### config.mk
export PLATFORM = sky130hd
export DESIGN_NAME = radio_mode_and_coding_config
export DESIGN_NICKNAME = d
export VERILOG_FILES = /design/src/core/radio_cfg_pkg.sv /design/src/core/radio_cfg_reg.sv /design/src/core/radio_cfg_timer.sv /design/src/core/radio_mode_and_coding_config.sv
export SDC_FILE = /design/constraint.sdc
export NUM_CORES = 1
export LEC_CHECK = 0
export BUFFER_PORTS_ARGS = -buffer_cell sky130_fd_sc_hd__buf_4
export CORE_MARGIN = 10
export CORE_UTILIZATION = 55
export CTS_CLUSTER_DIAMETER = 200
export DETAILED_ROUTE_END_ITERATION = 16
export PLACE_DENSITY = 0.79
export SETUP_SLACK_MARGIN = 0.15
export SYNTH_ARGS = -nofsm -noshare
export SYNTH_HDL_FRONTEND = slang
export SYNTH_SLANG_ARGS = --single-unit
export TNS_END_PERCENT = 50
### constraint.sdc
create_clock -name i_ref_clk -period 2.8 [get_ports i_ref_clk]
set_input_delay 0.14 -clock i_ref_clk [delete_from_list [all_inputs] [get_ports i_ref_clk]]
set_output_delay 0.14 -clock i_ref_clk [all_outputs]
set_load 0.05 [all_outputs]
### src/core/radio_cfg_pkg.sv
package radio_cfg_pkg;

  // ------------------------------------------------------------------
  // Register offsets
  // ------------------------------------------------------------------
  localparam logic [9:0] IQ_GAIN_TRIM_OFF      = 10'h119;
  localparam logic [9:0] RADIO_BEHAVIOUR_OFF   = 10'h11A;
  localparam logic [9:0] PREAMBLE_TOL_OFF      = 10'h11B;
  localparam logic [9:0] LINE_CODING_OFF       = 10'h11C;
  localparam logic [9:0] RADIO_STATE_OFF       = 10'h1F0;
  localparam logic [9:0] LOCK_TIME_LO_OFF      = 10'h13E;
  localparam logic [9:0] LOCK_TIME_HI_OFF      = 10'h13F;
  localparam int         ADDR_W                = 10;

  // ------------------------------------------------------------------
  // Reset values
  // ------------------------------------------------------------------
  localparam logic [7:0] IQ_GAIN_TRIM_RST      = 8'h00;
  localparam logic [7:0] RADIO_BEHAVIOUR_RST   = 8'h00;
  localparam logic [7:0] PREAMBLE_TOL_RST      = 8'h00;
  localparam logic [7:0] LINE_CODING_RST       = 8'h00;
  localparam logic [7:0] LOCK_TIME_RST         = 8'h00;

  // ------------------------------------------------------------------
  // Field positions
  // ------------------------------------------------------------------
  localparam int GAIN_TRIM_MSB        = 6;
  localparam int WAKE_EN_BIT          = 7;
  localparam int IF_CAL_BIT           = 6;
  localparam int WAKE_QUAL_BIT        = 5;
  localparam int SEND_LISTEN_BIT      = 4;
  localparam int LISTEN_SEND_BIT      = 3;
  localparam int CUSTOM_LOCK_BIT      = 2;
  localparam int LNA_EN_BIT           = 1;
  localparam int PA_EN_BIT            = 0;
  localparam int PREAMBLE_TOL_MSB     = 3;
  localparam int BIPHASE_BIT          = 6;
  localparam int CHECKSUM_BIT         = 5;
  localparam int BLOCK_CODE_BIT       = 4;
  localparam int WHITEN_BIT           = 3;
  localparam int SYMBOL_LEN_MSB       = 2;

  // ------------------------------------------------------------------
  // Field encodings
  // ------------------------------------------------------------------
  localparam logic [3:0] PREAMBLE_EXACT   = 4'hC;
  localparam logic [3:0] PREAMBLE_LOOSEST = 4'h8;
  localparam logic [3:0] PREAMBLE_OFF     = 4'h0;
  localparam logic [2:0] SYMBOL_8BIT      = 3'h0;
  localparam logic [2:0] SYMBOL_10BIT     = 3'h1;
  localparam logic [3:0] PAIRS_PER_WINDOW = 4'hC;

  // ------------------------------------------------------------------
  // Timing counts
  // ------------------------------------------------------------------
  localparam int         CLK_MHZ            = 200;
  localparam int         DEFAULT_LOCK_US    = 1;
  localparam logic [15:0] DEFAULT_LOCK_CYC  =
    16'(DEFAULT_LOCK_US * CLK_MHZ);
  localparam logic [15:0] CUSTOM_LOCK_SCALE = 16'h0001;
  localparam logic [7:0]  IF_CAL_CYC        = 8'h40;

  typedef enum logic [2:0] {
    RADIO_SLEEP,
    RADIO_OFF,
    RADIO_ON,
    RADIO_RX,
    RADIO_TX
  } radio_state_t;

endpackage

### src/core/radio_cfg_reg.sv
module radio_cfg_reg
  import radio_cfg_pkg::*;
#(
  parameter logic [9:0] ADDR  = 10'h000,
  parameter logic [7:0] RST   = 8'h00,
  parameter logic [7:0] WMASK = 8'hFF
) (
  input  wire logic       i_ref_clk,
  input  wire logic       i_rst_n,
  input  wire logic       i_ce,
  input  wire logic [9:0] i_addr,
  input  wire logic [7:0] i_wdata,
  input  wire logic       i_wr,
  output logic      [7:0] o_value
);

  typedef struct packed {
    logic [7:0] value;
  } reg_state_t;

  reg_state_t st;
  reg_state_t next_st;

  always_comb begin
    next_st = st;
    if (i_wr && i_addr == ADDR) begin
      next_st.value = i_wdata & WMASK;
    end
  end

  always_ff @(posedge i_ref_clk) begin
    if (!i_rst_n) begin
      st.value <= RST;
    end else if (i_ce) begin
      st <= next_st;
    end
  end

  assign o_value = st.value;

endmodule

### src/core/radio_cfg_timer.sv
module radio_cfg_timer
  import radio_cfg_pkg::*;
(
  input  wire logic        i_ref_clk,
  input  wire logic        i_rst_n,
  input  wire logic        i_ce,
  input  wire logic        i_start,
  input  wire logic [15:0] i_count,
  output logic             o_busy,
  output logic             o_done
);

  typedef struct packed {
    logic [15:0] left;
    logic        busy;
    logic        done;
  } timer_state_t;

  timer_state_t st;
  timer_state_t next_st;

  always_comb begin
    next_st      = st;
    next_st.done = 1'b0;
    if (i_start) begin
      next_st.left = (i_count == 16'h0000) ? 16'h0001 : i_count;
      next_st.busy = 1'b1;
    end else if (st.busy) begin
      next_st.left = st.left - 16'h0001;
      if (st.left == 16'h0001) begin
        next_st.busy = 1'b0;
        next_st.done = 1'b1;
      end
    end
  end

  always_ff @(posedge i_ref_clk) begin
    if (!i_rst_n) begin
      st <= '0;
    end else if (i_ce) begin
      st <= next_st;
    end
  end

  assign o_busy = st.busy;
  assign o_done = st.done;

endmodule

### src/core/radio_mode_and_coding_config.sv
// The address-and-strobe port was chosen for this implementation.
module radio_mode_and_coding_config
  import radio_cfg_pkg::*;
(
  input  wire logic       i_ref_clk,
  input  wire logic       i_rst_n,
  input  wire logic       i_ce,
  input  wire logic [9:0] i_addr,
  input  wire logic [7:0] i_wdata,
  input  wire logic       i_wr,
  input  wire logic       i_rd,
  input  wire logic       i_power_up,
  input  wire logic       i_power_down,
  input  wire logic       i_sleep,
  input  wire logic       i_packet_mode,
  input  wire logic       i_tx_request,
  input  wire logic       i_rx_request,
  input  wire logic       i_tx_packet_done,
  input  wire logic       i_rx_packet_valid,
  input  wire logic       i_wake_event,
  input  wire logic       i_signal_strong,
  output logic      [7:0] o_rdata,
  output logic      [6:0] o_iq_gain_trim,
  output logic            o_if_cal_active,
  output logic            o_synth_locking,
  output logic            o_wake_active,
  output logic            o_wake_qualified,
  output logic      [2:0] o_radio_state,
  output logic            o_test_pin_lna,
  output logic            o_test_pin_lna_oe_n,
  output logic            o_test_pin_pa,
  output logic            o_test_pin_pa_oe_n,
  output logic      [3:0] o_preamble_errors_max,
  output logic            o_preamble_detect_en,
  output logic            o_biphase_coding_enable,
  output logic            o_custom_checksum_select,
  output logic            o_block_code_enable,
  output logic            o_whitening_enable,
  output logic            o_symbol_10bit
);

  // ------------------------------------------------------------------
  // Register file
  // ------------------------------------------------------------------
  logic [7:0] iq_gain_trim;
  logic [7:0] radio_behaviour_flags;
  logic [7:0] preamble_error_tolerance;
  logic [7:0] line_coding_options;
  logic [7:0] lock_time_lo;
  logic [7:0] lock_time_hi;

  radio_cfg_reg #(
    .ADDR  (IQ_GAIN_TRIM_OFF),
    .RST   (IQ_GAIN_TRIM_RST),
    .WMASK (8'h7F)
  ) u_gain (
    .i_ref_clk (i_ref_clk),
    .i_rst_n   (i_rst_n),
    .i_ce      (i_ce),
    .i_addr    (i_addr),
    .i_wdata   (i_wdata),
    .i_wr      (i_wr),
    .o_value   (iq_gain_trim)
  );

  radio_cfg_reg #(
    .ADDR  (RADIO_BEHAVIOUR_OFF),
    .RST   (RADIO_BEHAVIOUR_RST),
    .WMASK (8'hFF)
  ) u_flags (
    .i_ref_clk (i_ref_clk),
    .i_rst_n   (i_rst_n),
    .i_ce      (i_ce),
    .i_addr    (i_addr),
    .i_wdata   (i_wdata),
    .i_wr      (i_wr),
    .o_value   (radio_behaviour_flags)
  );

  radio_cfg_reg #(
    .ADDR  (PREAMBLE_TOL_OFF),
    .RST   (PREAMBLE_TOL_RST),
    .WMASK (8'h0F)
  ) u_pre (
    .i_ref_clk (i_ref_clk),
    .i_rst_n   (i_rst_n),
    .i_ce      (i_ce),
    .i_addr    (i_addr),
    .i_wdata   (i_wdata),
    .i_wr      (i_wr),
    .o_value   (preamble_error_tolerance)
  );

  radio_cfg_reg #(
    .ADDR  (LINE_CODING_OFF),
    .RST   (LINE_CODING_RST),
    .WMASK (8'h7F)
  ) u_code (
    .i_ref_clk (i_ref_clk),
    .i_rst_n   (i_rst_n),
    .i_ce      (i_ce),
    .i_addr    (i_addr),
    .i_wdata   (i_wdata),
    .i_wr      (i_wr),
    .o_value   (line_coding_options)
  );

  radio_cfg_reg #(
    .ADDR  (LOCK_TIME_LO_OFF),
    .RST   (LOCK_TIME_RST),
    .WMASK (8'hFF)
  ) u_lock_lo (
    .i_ref_clk (i_ref_clk),
    .i_rst_n   (i_rst_n),
    .i_ce      (i_ce),
    .i_addr    (i_addr),
    .i_wdata   (i_wdata),
    .i_wr      (i_wr),
    .o_value   (lock_time_lo)
  );

  radio_cfg_reg #(
    .ADDR  (LOCK_TIME_HI_OFF),
    .RST   (LOCK_TIME_RST),
    .WMASK (8'hFF)
  ) u_lock_hi (
    .i_ref_clk (i_ref_clk),
    .i_rst_n   (i_rst_n),
    .i_ce      (i_ce),
    .i_addr    (i_addr),
    .i_wdata   (i_wdata),
    .i_wr      (i_wr),
    .o_value   (lock_time_hi)
  );

  // ------------------------------------------------------------------
  // Timers
  // ------------------------------------------------------------------
  logic        cal_start;
  logic        cal_busy;
  logic        lock_start;
  logic        lock_busy;
  logic        lock_done;
  logic [15:0] lock_count;

  always_comb begin
    if (radio_behaviour_flags[CUSTOM_LOCK_BIT]) begin
      lock_count = 16'({lock_time_hi, lock_time_lo} *
                       CUSTOM_LOCK_SCALE);
    end else begin
      lock_count = DEFAULT_LOCK_CYC;
    end
  end

  radio_cfg_timer u_cal (
    .i_ref_clk (i_ref_clk),
    .i_rst_n   (i_rst_n),
    .i_ce      (i_ce),
    .i_start   (cal_start),
    .i_count   ({8'h00, IF_CAL_CYC}),
    .o_busy    (cal_busy),
    .o_done    ()
  );

  radio_cfg_timer u_lock (
    .i_ref_clk (i_ref_clk),
    .i_rst_n   (i_rst_n),
    .i_ce      (i_ce),
    .i_start   (lock_start),
    .i_count   (lock_count),
    .o_busy    (lock_busy),
    .o_done    (lock_done)
  );

  // ------------------------------------------------------------------
  // Radio state and outputs
  // ------------------------------------------------------------------
  typedef struct packed {
    radio_state_t state;
    radio_state_t target;
    logic [7:0]   rdata;
    logic         lna;
    logic         lna_oe_n;
    logic         pa;
    logic         pa_oe_n;
    logic         wake_active;
    logic         wake_qualified;
    logic         cal_active;
    logic         locking;
    logic [6:0]   gain;
    logic [3:0]   pre_max;
    logic         pre_en;
    logic         biphase;
    logic         checksum;
    logic         block;
    logic         whiten;
    logic         sym10;
  } top_state_t;

  top_state_t st;
  top_state_t next_st;
  logic [7:0] state_code;
  logic       auto_ok;
  logic [3:0] pre_field;

  assign state_code = {5'h00, st.state};
  assign auto_ok    = i_packet_mode;
  assign pre_field  = preamble_error_tolerance[PREAMBLE_TOL_MSB:0];
  assign cal_start  = i_ce && st.state == RADIO_OFF && i_power_up &&
                      radio_behaviour_flags[IF_CAL_BIT];
  assign lock_start = i_ce && next_st.target != st.target &&
                      (next_st.target == RADIO_RX ||
                       next_st.target == RADIO_TX);

  always_comb begin
    next_st       = st;
    next_st.rdata = 8'h00;
    if (i_rd) begin
      unique case (i_addr)
        IQ_GAIN_TRIM_OFF:    next_st.rdata = iq_gain_trim;
        RADIO_BEHAVIOUR_OFF: next_st.rdata = radio_behaviour_flags;
        PREAMBLE_TOL_OFF:    next_st.rdata = preamble_error_tolerance;
        LINE_CODING_OFF:     next_st.rdata = line_coding_options;
        LOCK_TIME_LO_OFF:    next_st.rdata = lock_time_lo;
        LOCK_TIME_HI_OFF:    next_st.rdata = lock_time_hi;
        RADIO_STATE_OFF:     next_st.rdata = state_code;
        default:             next_st.rdata = 8'h00;
      endcase
    end
    unique case (st.state)
      RADIO_SLEEP: begin
        if (!i_sleep) begin
          next_st.state = RADIO_OFF;
        end
      end
      RADIO_OFF: begin
        if (i_power_up) begin
          next_st.state = RADIO_ON;
        end
      end
      RADIO_ON: begin
        if (i_tx_request) begin
          next_st.target = RADIO_TX;
        end else if (i_rx_request) begin
          next_st.target = RADIO_RX;
        end
      end
      RADIO_RX: begin
        if (i_rx_packet_valid && auto_ok &&
            radio_behaviour_flags[LISTEN_SEND_BIT]) begin
          next_st.target = RADIO_TX;
        end else if (i_tx_request) begin
          next_st.target = RADIO_TX;
        end
      end
      RADIO_TX: begin
        if (i_tx_packet_done && auto_ok &&
            radio_behaviour_flags[SEND_LISTEN_BIT]) begin
          next_st.target = RADIO_RX;
        end else if (i_tx_packet_done) begin
          next_st.target = RADIO_ON;
          next_st.state  = RADIO_ON;
        end else if (i_rx_request) begin
          next_st.target = RADIO_RX;
        end
      end
      default: next_st.state = RADIO_OFF;
    endcase
    if (lock_done) begin
      next_st.state = st.target;
    end
    if (i_power_down) begin
      next_st.state  = RADIO_OFF;
      next_st.target = RADIO_OFF;
    end
    if (i_sleep) begin
      next_st.state  = RADIO_SLEEP;
      next_st.target = RADIO_SLEEP;
    end
    next_st.cal_active     = cal_busy || cal_start;
    next_st.locking        = lock_busy;
    next_st.wake_active    = radio_behaviour_flags[WAKE_EN_BIT];
    next_st.wake_qualified = radio_behaviour_flags[WAKE_EN_BIT] &&
                             i_wake_event &&
                             (!radio_behaviour_flags[WAKE_QUAL_BIT] ||
                              i_signal_strong);
    next_st.lna_oe_n = !(radio_behaviour_flags[LNA_EN_BIT] &&
                         next_st.state != RADIO_SLEEP);
    next_st.lna      = radio_behaviour_flags[LNA_EN_BIT] &&
                       next_st.state == RADIO_RX;
    next_st.pa_oe_n  = !(radio_behaviour_flags[PA_EN_BIT] &&
                         next_st.state != RADIO_SLEEP);
    next_st.pa       = radio_behaviour_flags[PA_EN_BIT] &&
                       next_st.state == RADIO_TX;
    next_st.gain     = iq_gain_trim[GAIN_TRIM_MSB:0];
    if (pre_field >= PREAMBLE_LOOSEST && pre_field <= PREAMBLE_EXACT) begin
      next_st.pre_en  = 1'b1;
      next_st.pre_max = PAIRS_PER_WINDOW - pre_field;
    end else if (pre_field == PREAMBLE_OFF) begin
      next_st.pre_en  = 1'b0;
      next_st.pre_max = 4'h0;
    end else begin
      next_st.pre_en  = 1'b1;
      next_st.pre_max = 4'h0;
    end
    next_st.biphase  = line_coding_options[BIPHASE_BIT];
    next_st.checksum = line_coding_options[CHECKSUM_BIT];
    next_st.block    = line_coding_options[BLOCK_CODE_BIT];
    next_st.whiten   = line_coding_options[WHITEN_BIT];
    next_st.sym10    = line_coding_options[SYMBOL_LEN_MSB:0] ==
                       SYMBOL_10BIT;
  end

  always_ff @(posedge i_ref_clk) begin
    if (!i_rst_n) begin
      st <= '{state: RADIO_OFF, target: RADIO_OFF, lna_oe_n: 1'b1,
              pa_oe_n: 1'b1, default: '0};
    end else if (i_ce) begin
      st <= next_st;
    end
  end

  // ------------------------------------------------------------------
  // Output ports
  // ------------------------------------------------------------------

  assign o_rdata                  = st.rdata;
  assign o_iq_gain_trim           = st.gain;
  assign o_if_cal_active          = st.cal_active;
  assign o_synth_locking          = st.locking;
  assign o_wake_active            = st.wake_active;
  assign o_wake_qualified         = st.wake_qualified;
  assign o_radio_state            = st.state;
  assign o_test_pin_lna           = st.lna;
  assign o_test_pin_lna_oe_n      = st.lna_oe_n;
  assign o_test_pin_pa            = st.pa;
  assign o_test_pin_pa_oe_n       = st.pa_oe_n;
  assign o_preamble_errors_max    = st.pre_max;
  assign o_preamble_detect_en     = st.pre_en;
  assign o_biphase_coding_enable  = st.biphase;
  assign o_custom_checksum_select = st.checksum;
  assign o_block_code_enable      = st.block;
  assign o_whitening_enable       = st.whiten;
  assign o_symbol_10bit           = st.sym10;

endmodule

==> results of run 1 <==
-- synthesized netlist by cell type, types with 2 or more instances --
| cell type | instances | area (sq um) |
|---|---|---|
| nor2_1 | 34 | 128 |
| xor2_1 | 12 | 105 |
| nand3_1 | 19 | 95.1 |
| o2bb2ai_1 | 5 | 43.8 |
| inv_1 | 15 | 56.3 |
| nor2b_1 | 47 | 294 |
| mux2i_1 | 51 | 510 |
| a31oi_1 | 3 | 18.8 |
| or4_1 | 2 | 15.0 |
| o31ai_1 | 3 | 22.5 |
| o41ai_1 | 3 | 26.3 |
| o22ai_1 | 2 | 12.5 |
| buf_1 | 3 | 11.3 |
| o21ai_0 | 27 | 135 |
| and2b_1 | 2 | 15.0 |
| ha_1 | 5 | 62.6 |
| and3_1 | 2 | 12.5 |
| clkbuf_1 | 23 | 86.3 |
| a22oi_1 | 7 | 52.6 |
| a21oi_1 | 25 | 125 |
| or3_1 | 8 | 50.1 |
| nand2_1 | 104 | 390 |
| nor3b_1 | 2 | 15.0 |
| nand2b_1 | 6 | 37.5 |
| dfxtp_1 | 116 | 2320 |
| and2_1 | 5 | 31.3 |
| xnor2_1 | 6 | 52.6 |
| o2111ai_1 | 2 | 17.5 |
| mux2_2 | 5 | 56.3 |
| or3b_2 | 3 | 26.3 |
| o31a_1 | 2 | 17.5 |
| nor3_1 | 12 | 60.1 |
| nor4_1 | 8 | 50.1 |
| a221o_1 | 3 | 30.0 |
| buf_2 | 3 | 15.0 |
| a221oi_1 | 8 | 70.1 |
| a21bo_2 | 2 | 20.0 |
| a21boi_0 | 28 | 210 |
| nand4_1 | 7 | 43.8 |
| buf_4 | 24 | 180 |
| nor4_4 | 2 | 42.5 |
| a311oi_1 | 2 | 17.5 |
| or2_2 | 2 | 12.5 |
-- registers in the layout, summed over array words and instances (netlist names), 3 cells and up --
name	cells
u_cal.st	16
u_lock.st	16
o_rdata	8
u_flags.o_value	8
u_lock_hi.o_value	8
u_lock_lo.o_value	8
o_iq_gain_trim	7
u_code.o_value	7
u_gain.o_value	7
o_preamble_errors_max	4
u_pre.o_value	4
o_radio_state	3
st	3
-- critical path, stage by stage, from the launching register on --
cell and delay (ps):
dfxtp_1 550, nor2b_2 330, nand4b_1 140, o21ai_0 220
a311oi_1 100, or3_1 340, o31a_1 240, buf_4 230
a32o_1 230
-- final timing paths --
kind                                  startpoint          endpoint  slack (ps)  cells after the start
worst max register to register  o_radio_state[1]     u_lock.o_done         300                      8
worst min register to register        o_rdata[0]        o_rdata[0]         460                      2
worst max-delay path            o_radio_state[1]     u_lock.o_done         300                      8
worst min-delay path                i_power_down  o_radio_state[1]          20                      4
-- layer usage --
metal / up-vias / share of wire, % / wire [um]
met5: - / 0 / 0
met4: 0 / 3.9 / 571
met3: 45 / 4.9 / 727
met2: 185 / 49 / 7230
met1: 2366 / 43 / 6300
li1: 2457 / - / -
-- repair_timing --
item                                   4_1_cts  5_1_grt
endpoints found under the hold margin       45        0
gates resized for setup                      0        0
hold buffers                                12        0
buffers inserted                             0        0
-- cell type report --
cell class / count / area share [%]
clock buffer: 23 / 6.70
clock inverter: 9 / 1.47
inverter: 16 / 0.862
multi-input combinational: 488 / 45.0
sequential: 116 / 33.3
tap: 136 / 2.44
timing repair buffer: 90 / 10.1
-- kinds of logic after synthesis --
kind of cell    count (synthesis)  synth area share, %
flops                         116                 39.9
mux                            56                 9.73
xor+xnor                       18                 2.71
compound gates                131                 15.4
simple gates                  278                 25.0
fa+ha+maj                       5                 1.07
buf+inv                        70                 6.25
-- report_power, final --
part	total (mW)	internal [mW]	switching, mW	leakage [nW]
Combinational	0.182	0.0793	0.103	1.59
Sequential	1.66	1.66	0.00679	0.935
Clock	2.06	1.33	0.737	0.274
-- per-stage QoR --
stage               utilization (%)  hold slack [ps]  total power, mW
global placement               60.8              441             1.86
global route                   67.5             45.4             4.03
floorplan                         -              287             1.79
finish                         67.5             22.3             3.91
detailed placement             60.8              445             1.86
CTS                            67.5             13.3             3.92
==> impl_metrics.toml, run 1 <==
[floorplan]
die_area_sq_mm = 0.0151
fp.dieH_um = 123
fp-row-count = 37
die_width_um = 123
initial_core_util_pct = 56.4
io_pins = 69
coreArea_sq_mm = 0.0103

[global_route]
antenna_found_initial = 0
grt_overflow = 0
grtUsageTotal_pct = 20.0
grtUsageMet1_pct = 23.7
grtUsageMet3_pct = 5.20
grt_max_degree = 44
grt_pass1_wl_mm = 24.2
grt_pass1_vias = 4888
busiest_layer = "met2"
use_met2_pct = 32.3

[setup_path]
required_ps = 3220
worst-setup-path-type = "reg2reg"
start_kind = "register"
cp_data_arrival_time_ps = 2920
worstSetupEndpointType = "register"
path_max_fanout = 18

[drt]
firstDrtPassIters = 5
via_per_inst = 5.76
drt-initial-drc-count = 328
wl_per_cell_um = 16.9
drc = 0
wl_mm = 14.8
num_vias = 5053
ant_nets = 0

[timing]
final_max_slew_viol_count = 0
rsz0062_at_grt = "false"
skew_ps = 8.52
finalHoldViolCount = 0
final.setup.tns_ps = 0
worst_pin_slew_ps = 615
fin_ws_ps = 296
max_slew_margin_pct = 58.9
period_share_pct = 89.4
fmax_mhz = 399
setup_violations = 0
post-route-min-period_ps = 2500

[cts]
path_clk_slew_ps = 50
numCtsBuffers = 17
clockRootBuffer = "clkbuf_8"
cts_sinks = 116
htreeDepth = 4
cts_tree = "built"
clk_path_buf_depth = 2
clk-insertion-delay-late_ps = 530

[logic_synthesis]
ys.flop_type = "dfxtp_1"
synth.net_count = 712
syn-cell-area_sq_mm = 0.00582
synth_edf_count = 0
syn_inst = 674
synth_area_per_cell_sq_um = 8.64
ys_warn_count = 0
async_reset_ff_share_pct = 0
ys_types = 67
synth-seq-cells = 116
yosysSeqAreaShare_pct = 39.9

[power]
power.leakage_nw = 2.80
power_density_mw_per_mm2 = 561
vdd_drop_max_mv = 0.382

[layout]
final_common_cell = "dfxtp_1"
final_area_sq_mm = 0.00696
diodes = 0
syn2layout_area_growth_pct = 19.6
drive_gt1_share_pct = 17.5
final_cells = 878
nNetsFinal = 767
fillers = 808
regArea_sq_mm = 0.00232
final_cell_mix = "116 x dfxtp_1, 104 x nand2_1, 78 x buf_4"
multi_input_comb_area_sq_mm = 0.00314

[hold_path]
hold_path.class = "in2reg"

[outcome]
status = "complete, no violations"

[placed_design]
dpl_worst_slack_ps = 401
place_inst = 834
gp_congestion = 0.944
hpwl_mm = 10.4
portBuffers = 68
placed_cell_area_sq_mm = 0.00627

[run]
maxCapViolCount = 0
No activity file was read; power rests on OpenSTA's default activity.
==> run 2: changes to the inputs <==
--- a/config.mk
+++ b/config.mk
@@ -6,13 +6,13 @@
 export NUM_CORES = 1
 export LEC_CHECK = 0
 export BUFFER_PORTS_ARGS = -buffer_cell sky130_fd_sc_hd__buf_4
-export CORE_MARGIN = 10
 export CORE_UTILIZATION = 55
 export CTS_CLUSTER_DIAMETER = 200
 export DETAILED_ROUTE_END_ITERATION = 16
-export PLACE_DENSITY = 0.79
+export PLACE_DENSITY = 0.78
 export SETUP_SLACK_MARGIN = 0.15
 export SYNTH_ARGS = -nofsm -noshare
 export SYNTH_HDL_FRONTEND = slang
+export SYNTH_HIERARCHICAL = 1
 export SYNTH_SLANG_ARGS = --single-unit
 export TNS_END_PERCENT = 50
==> run 2 against run 1 <==
Clock skew rose by 3.1 ps. Critical path type unchanged. Largest power group unchanged. Die area fell by 14%. Maximum frequency rose by 1.4%.
==> impl_metrics.toml, run 2 <==
[floorplan]
fp-row-count = 40
initial_core_util_pct = 57.0
die_width_um = 114
fp.dieH_um = 114
die_area_sq_mm = 0.0131
io_pins = 69
coreArea_sq_mm = 0.0122

[global_route]
grtUsageTotal_pct = 29.0
grt_pass1_vias = 5700
grtUsageMet1_pct = 40.3
grtUsageMet3_pct = 6.72
busiest_layer = "met2"
use_met2_pct = 43.3
grt_overflow = 0
antenna_found_initial = 0
grt_max_degree = 60
grt_pass1_wl_mm = 29.5

[setup_path]
cp_data_arrival_time_ps = 2760
r2r_cells = 12
path_depth = 12
max_stage_delay_ps = 410
start_kind = "register"
critPathBufInv = 2
crit_top_cell = "a21oi_1"
r2r_end = "u_lock/st[6]"
rr_startpoint = "o_radio_state[1]"
required_ps = 3090
worstSetupEndpointType = "register"
r2r_setup_slack_ps = 330
path_delay_family = "compound AO/OA/AOI/OAI gates"
path_max_fanout = 22
critical_path.slowest_cell = "or3b_4"
worst-setup-path-type = "reg2reg"
crit_chain = "or3b_4, nand2b_4, a21boi_1, o21ai_1, nand3_1, a21oi_2, buf_12, nand2b_1, buf_4, o21ai_0, a21oi_1, a21oi_1"

[logic_synthesis]
ys_warn_count = 6
syn-cell-area_sq_mm = 0.00693
synth_area_per_cell_sq_um = 8.30
syn_inst = 835

[timing]
fin_ws_ps = 331
skew_ps = 11.7
setup_violations = 0
final.setup.tns_ps = 0
finalHoldViolCount = 0
post-route-min-period_ps = 2470
period_share_pct = 88.2
final_max_slew_viol_count = 0
rsz0062_at_grt = "false"
fmax_mhz = 405
max_slew_margin_pct = 49.4
worst_pin_slew_ps = 754

[placed_design]
dpl_worst_slack_ps = 293
hpwl_mm = 12.7
gp_congestion = 0.930
portBuffers = 68

[layout]
nNetsFinal = 934
drive_gt1_share_pct = 16.4
diodes = 0
fillers = 1016
final_common_cell = "nand2_1"
reg.largest.list = "u_cal/st (16), u_lock/st (16)"
final_cell_mix = "136 x nand2_1, 116 x dfxtp_1, 81 x buf_4"
utilization_pct = 66.8
syn2layout_area_growth_pct = 17.3

[cts]
numCtsBuffers = 17
path_clk_slew_ps = 50
clk-insertion-delay-late_ps = 420
htreeDepth = 4
clk_path_buf_depth = 2
clockRootBuffer = "clkbuf_16"
cts_setup_buffers = 0
cts_tree = "built"
cts_sinks = 116

[power]
switching_share_pct = 22.4
vdd_drop_max_mv = 0.389
power.leakage_nw = 3.17
seq_power_share_pct = 39.7
pwr-share-clk_pct = 53.4
power_density_mw_per_mm2 = 514
switchingPower_uw = 935
p_int_mw = 3.24
p_comb_share_pct = 6.9

[drt]
via_per_inst = 5.90
drc = 0
ant_nets = 0
wl_per_cell_um = 16.8
wl_mm = 18.1
firstDrtPassIters = 5
num_vias = 6350
drt-initial-drc-count = 584

[run]
maxCapViolCount = 0

[hold_path]
hold_path.class = "in2reg"
min_to = "u_gain/o_value[6]"
min_from = "i_wdata[6]"
whs_path_depth = 3

[outcome]
status = "complete, no violations"
-- run 2: changes by cell type in the layout (fill, tap and decap cells not counted), moves of 9 or more --
cell           delta
o21ai_1           +9
nor2b_1          -19
o21a_1           +11
conb_1           +39
nand2_1          +32
xor2_1           -12
mux2i_1          +20
dlygate4sd3_1    -10
and2_1           +10
a21boi_0         -27
o22ai_1          +13
-- run 2: how the worst max path moves through the flow --
stage	from	endpoint
finish	o_radio_state[1]	u_lock/st[6]
floorplan	o_radio_state[2]	u_lock/st[4]
detailed placement	o_radio_state[1]	u_lock/st[16]
global placement	o_radio_state[1]	u_lock/st[16]
CTS	o_radio_state[1]	u_lock/st[16]
global route	o_radio_state[1]	u_lock/st[6]
-- run 2: worst min-delay path, stage by stage --
cell	delay (ps)
buf_4	140
nand2_1	60
mux2i_1	50
-- run 2: repair_timing --
item                                    CTS  global route
resized for setup                         0             1
hold endpoints to repair                  4             0
endpoints found under the setup margin    0             4
hold buffers                              2             0
-- run 2: power groups by stage --
stage / Combinational, mW / Sequential [mW] / Clock [mW]
after global routing: 0.311 / 1.66 / 2.32
after CTS: 0.282 / 1.66 / 2.26
final: 0.287 / 1.66 / 2.23
after floorplan: 0.177 / 1.70 / 0
after global placement: 0.277 / 1.69 / 0
after detailed placement: 0.279 / 1.69 / 0
-- run 2: metrics by stage --
step	std cells	cell area [sq um]	total power, mW	hold slack, ps
floorplan	869	7060	1.87	282
global placement	1043	7490	1.97	421
detailed placement	1043	7490	1.97	426
CTS	1076	8130	4.20	1.29
global route	1076	8130	4.29	16.6
finish	1076	8130	4.18	23.4
-- run 2: metal layers --
layer / vias up / routed length, um
met4: 0 / 419
li1: 3079 / -
met5: - / 0
met1: 2916 / 8190
met3: 38 / 1530
met2: 317 / 7980
-- run 2: layout make-up --
| class | count | area, sq um | share of cell area, % |
|---|---|---|---|
| clock inverter | 9 | 126 | 1.55 |
| sequential | 116 | 2320 | 28.6 |
| clock buffer | 22 | 484 | 5.96 |
| inverter | 19 | 71.3 | 0.877 |
| timing repair buffer | 85 | 668 | 8.22 |
| multi-input combinational | 657 | 4250 | 52.2 |
| tap | 168 | 210 | 2.59 |
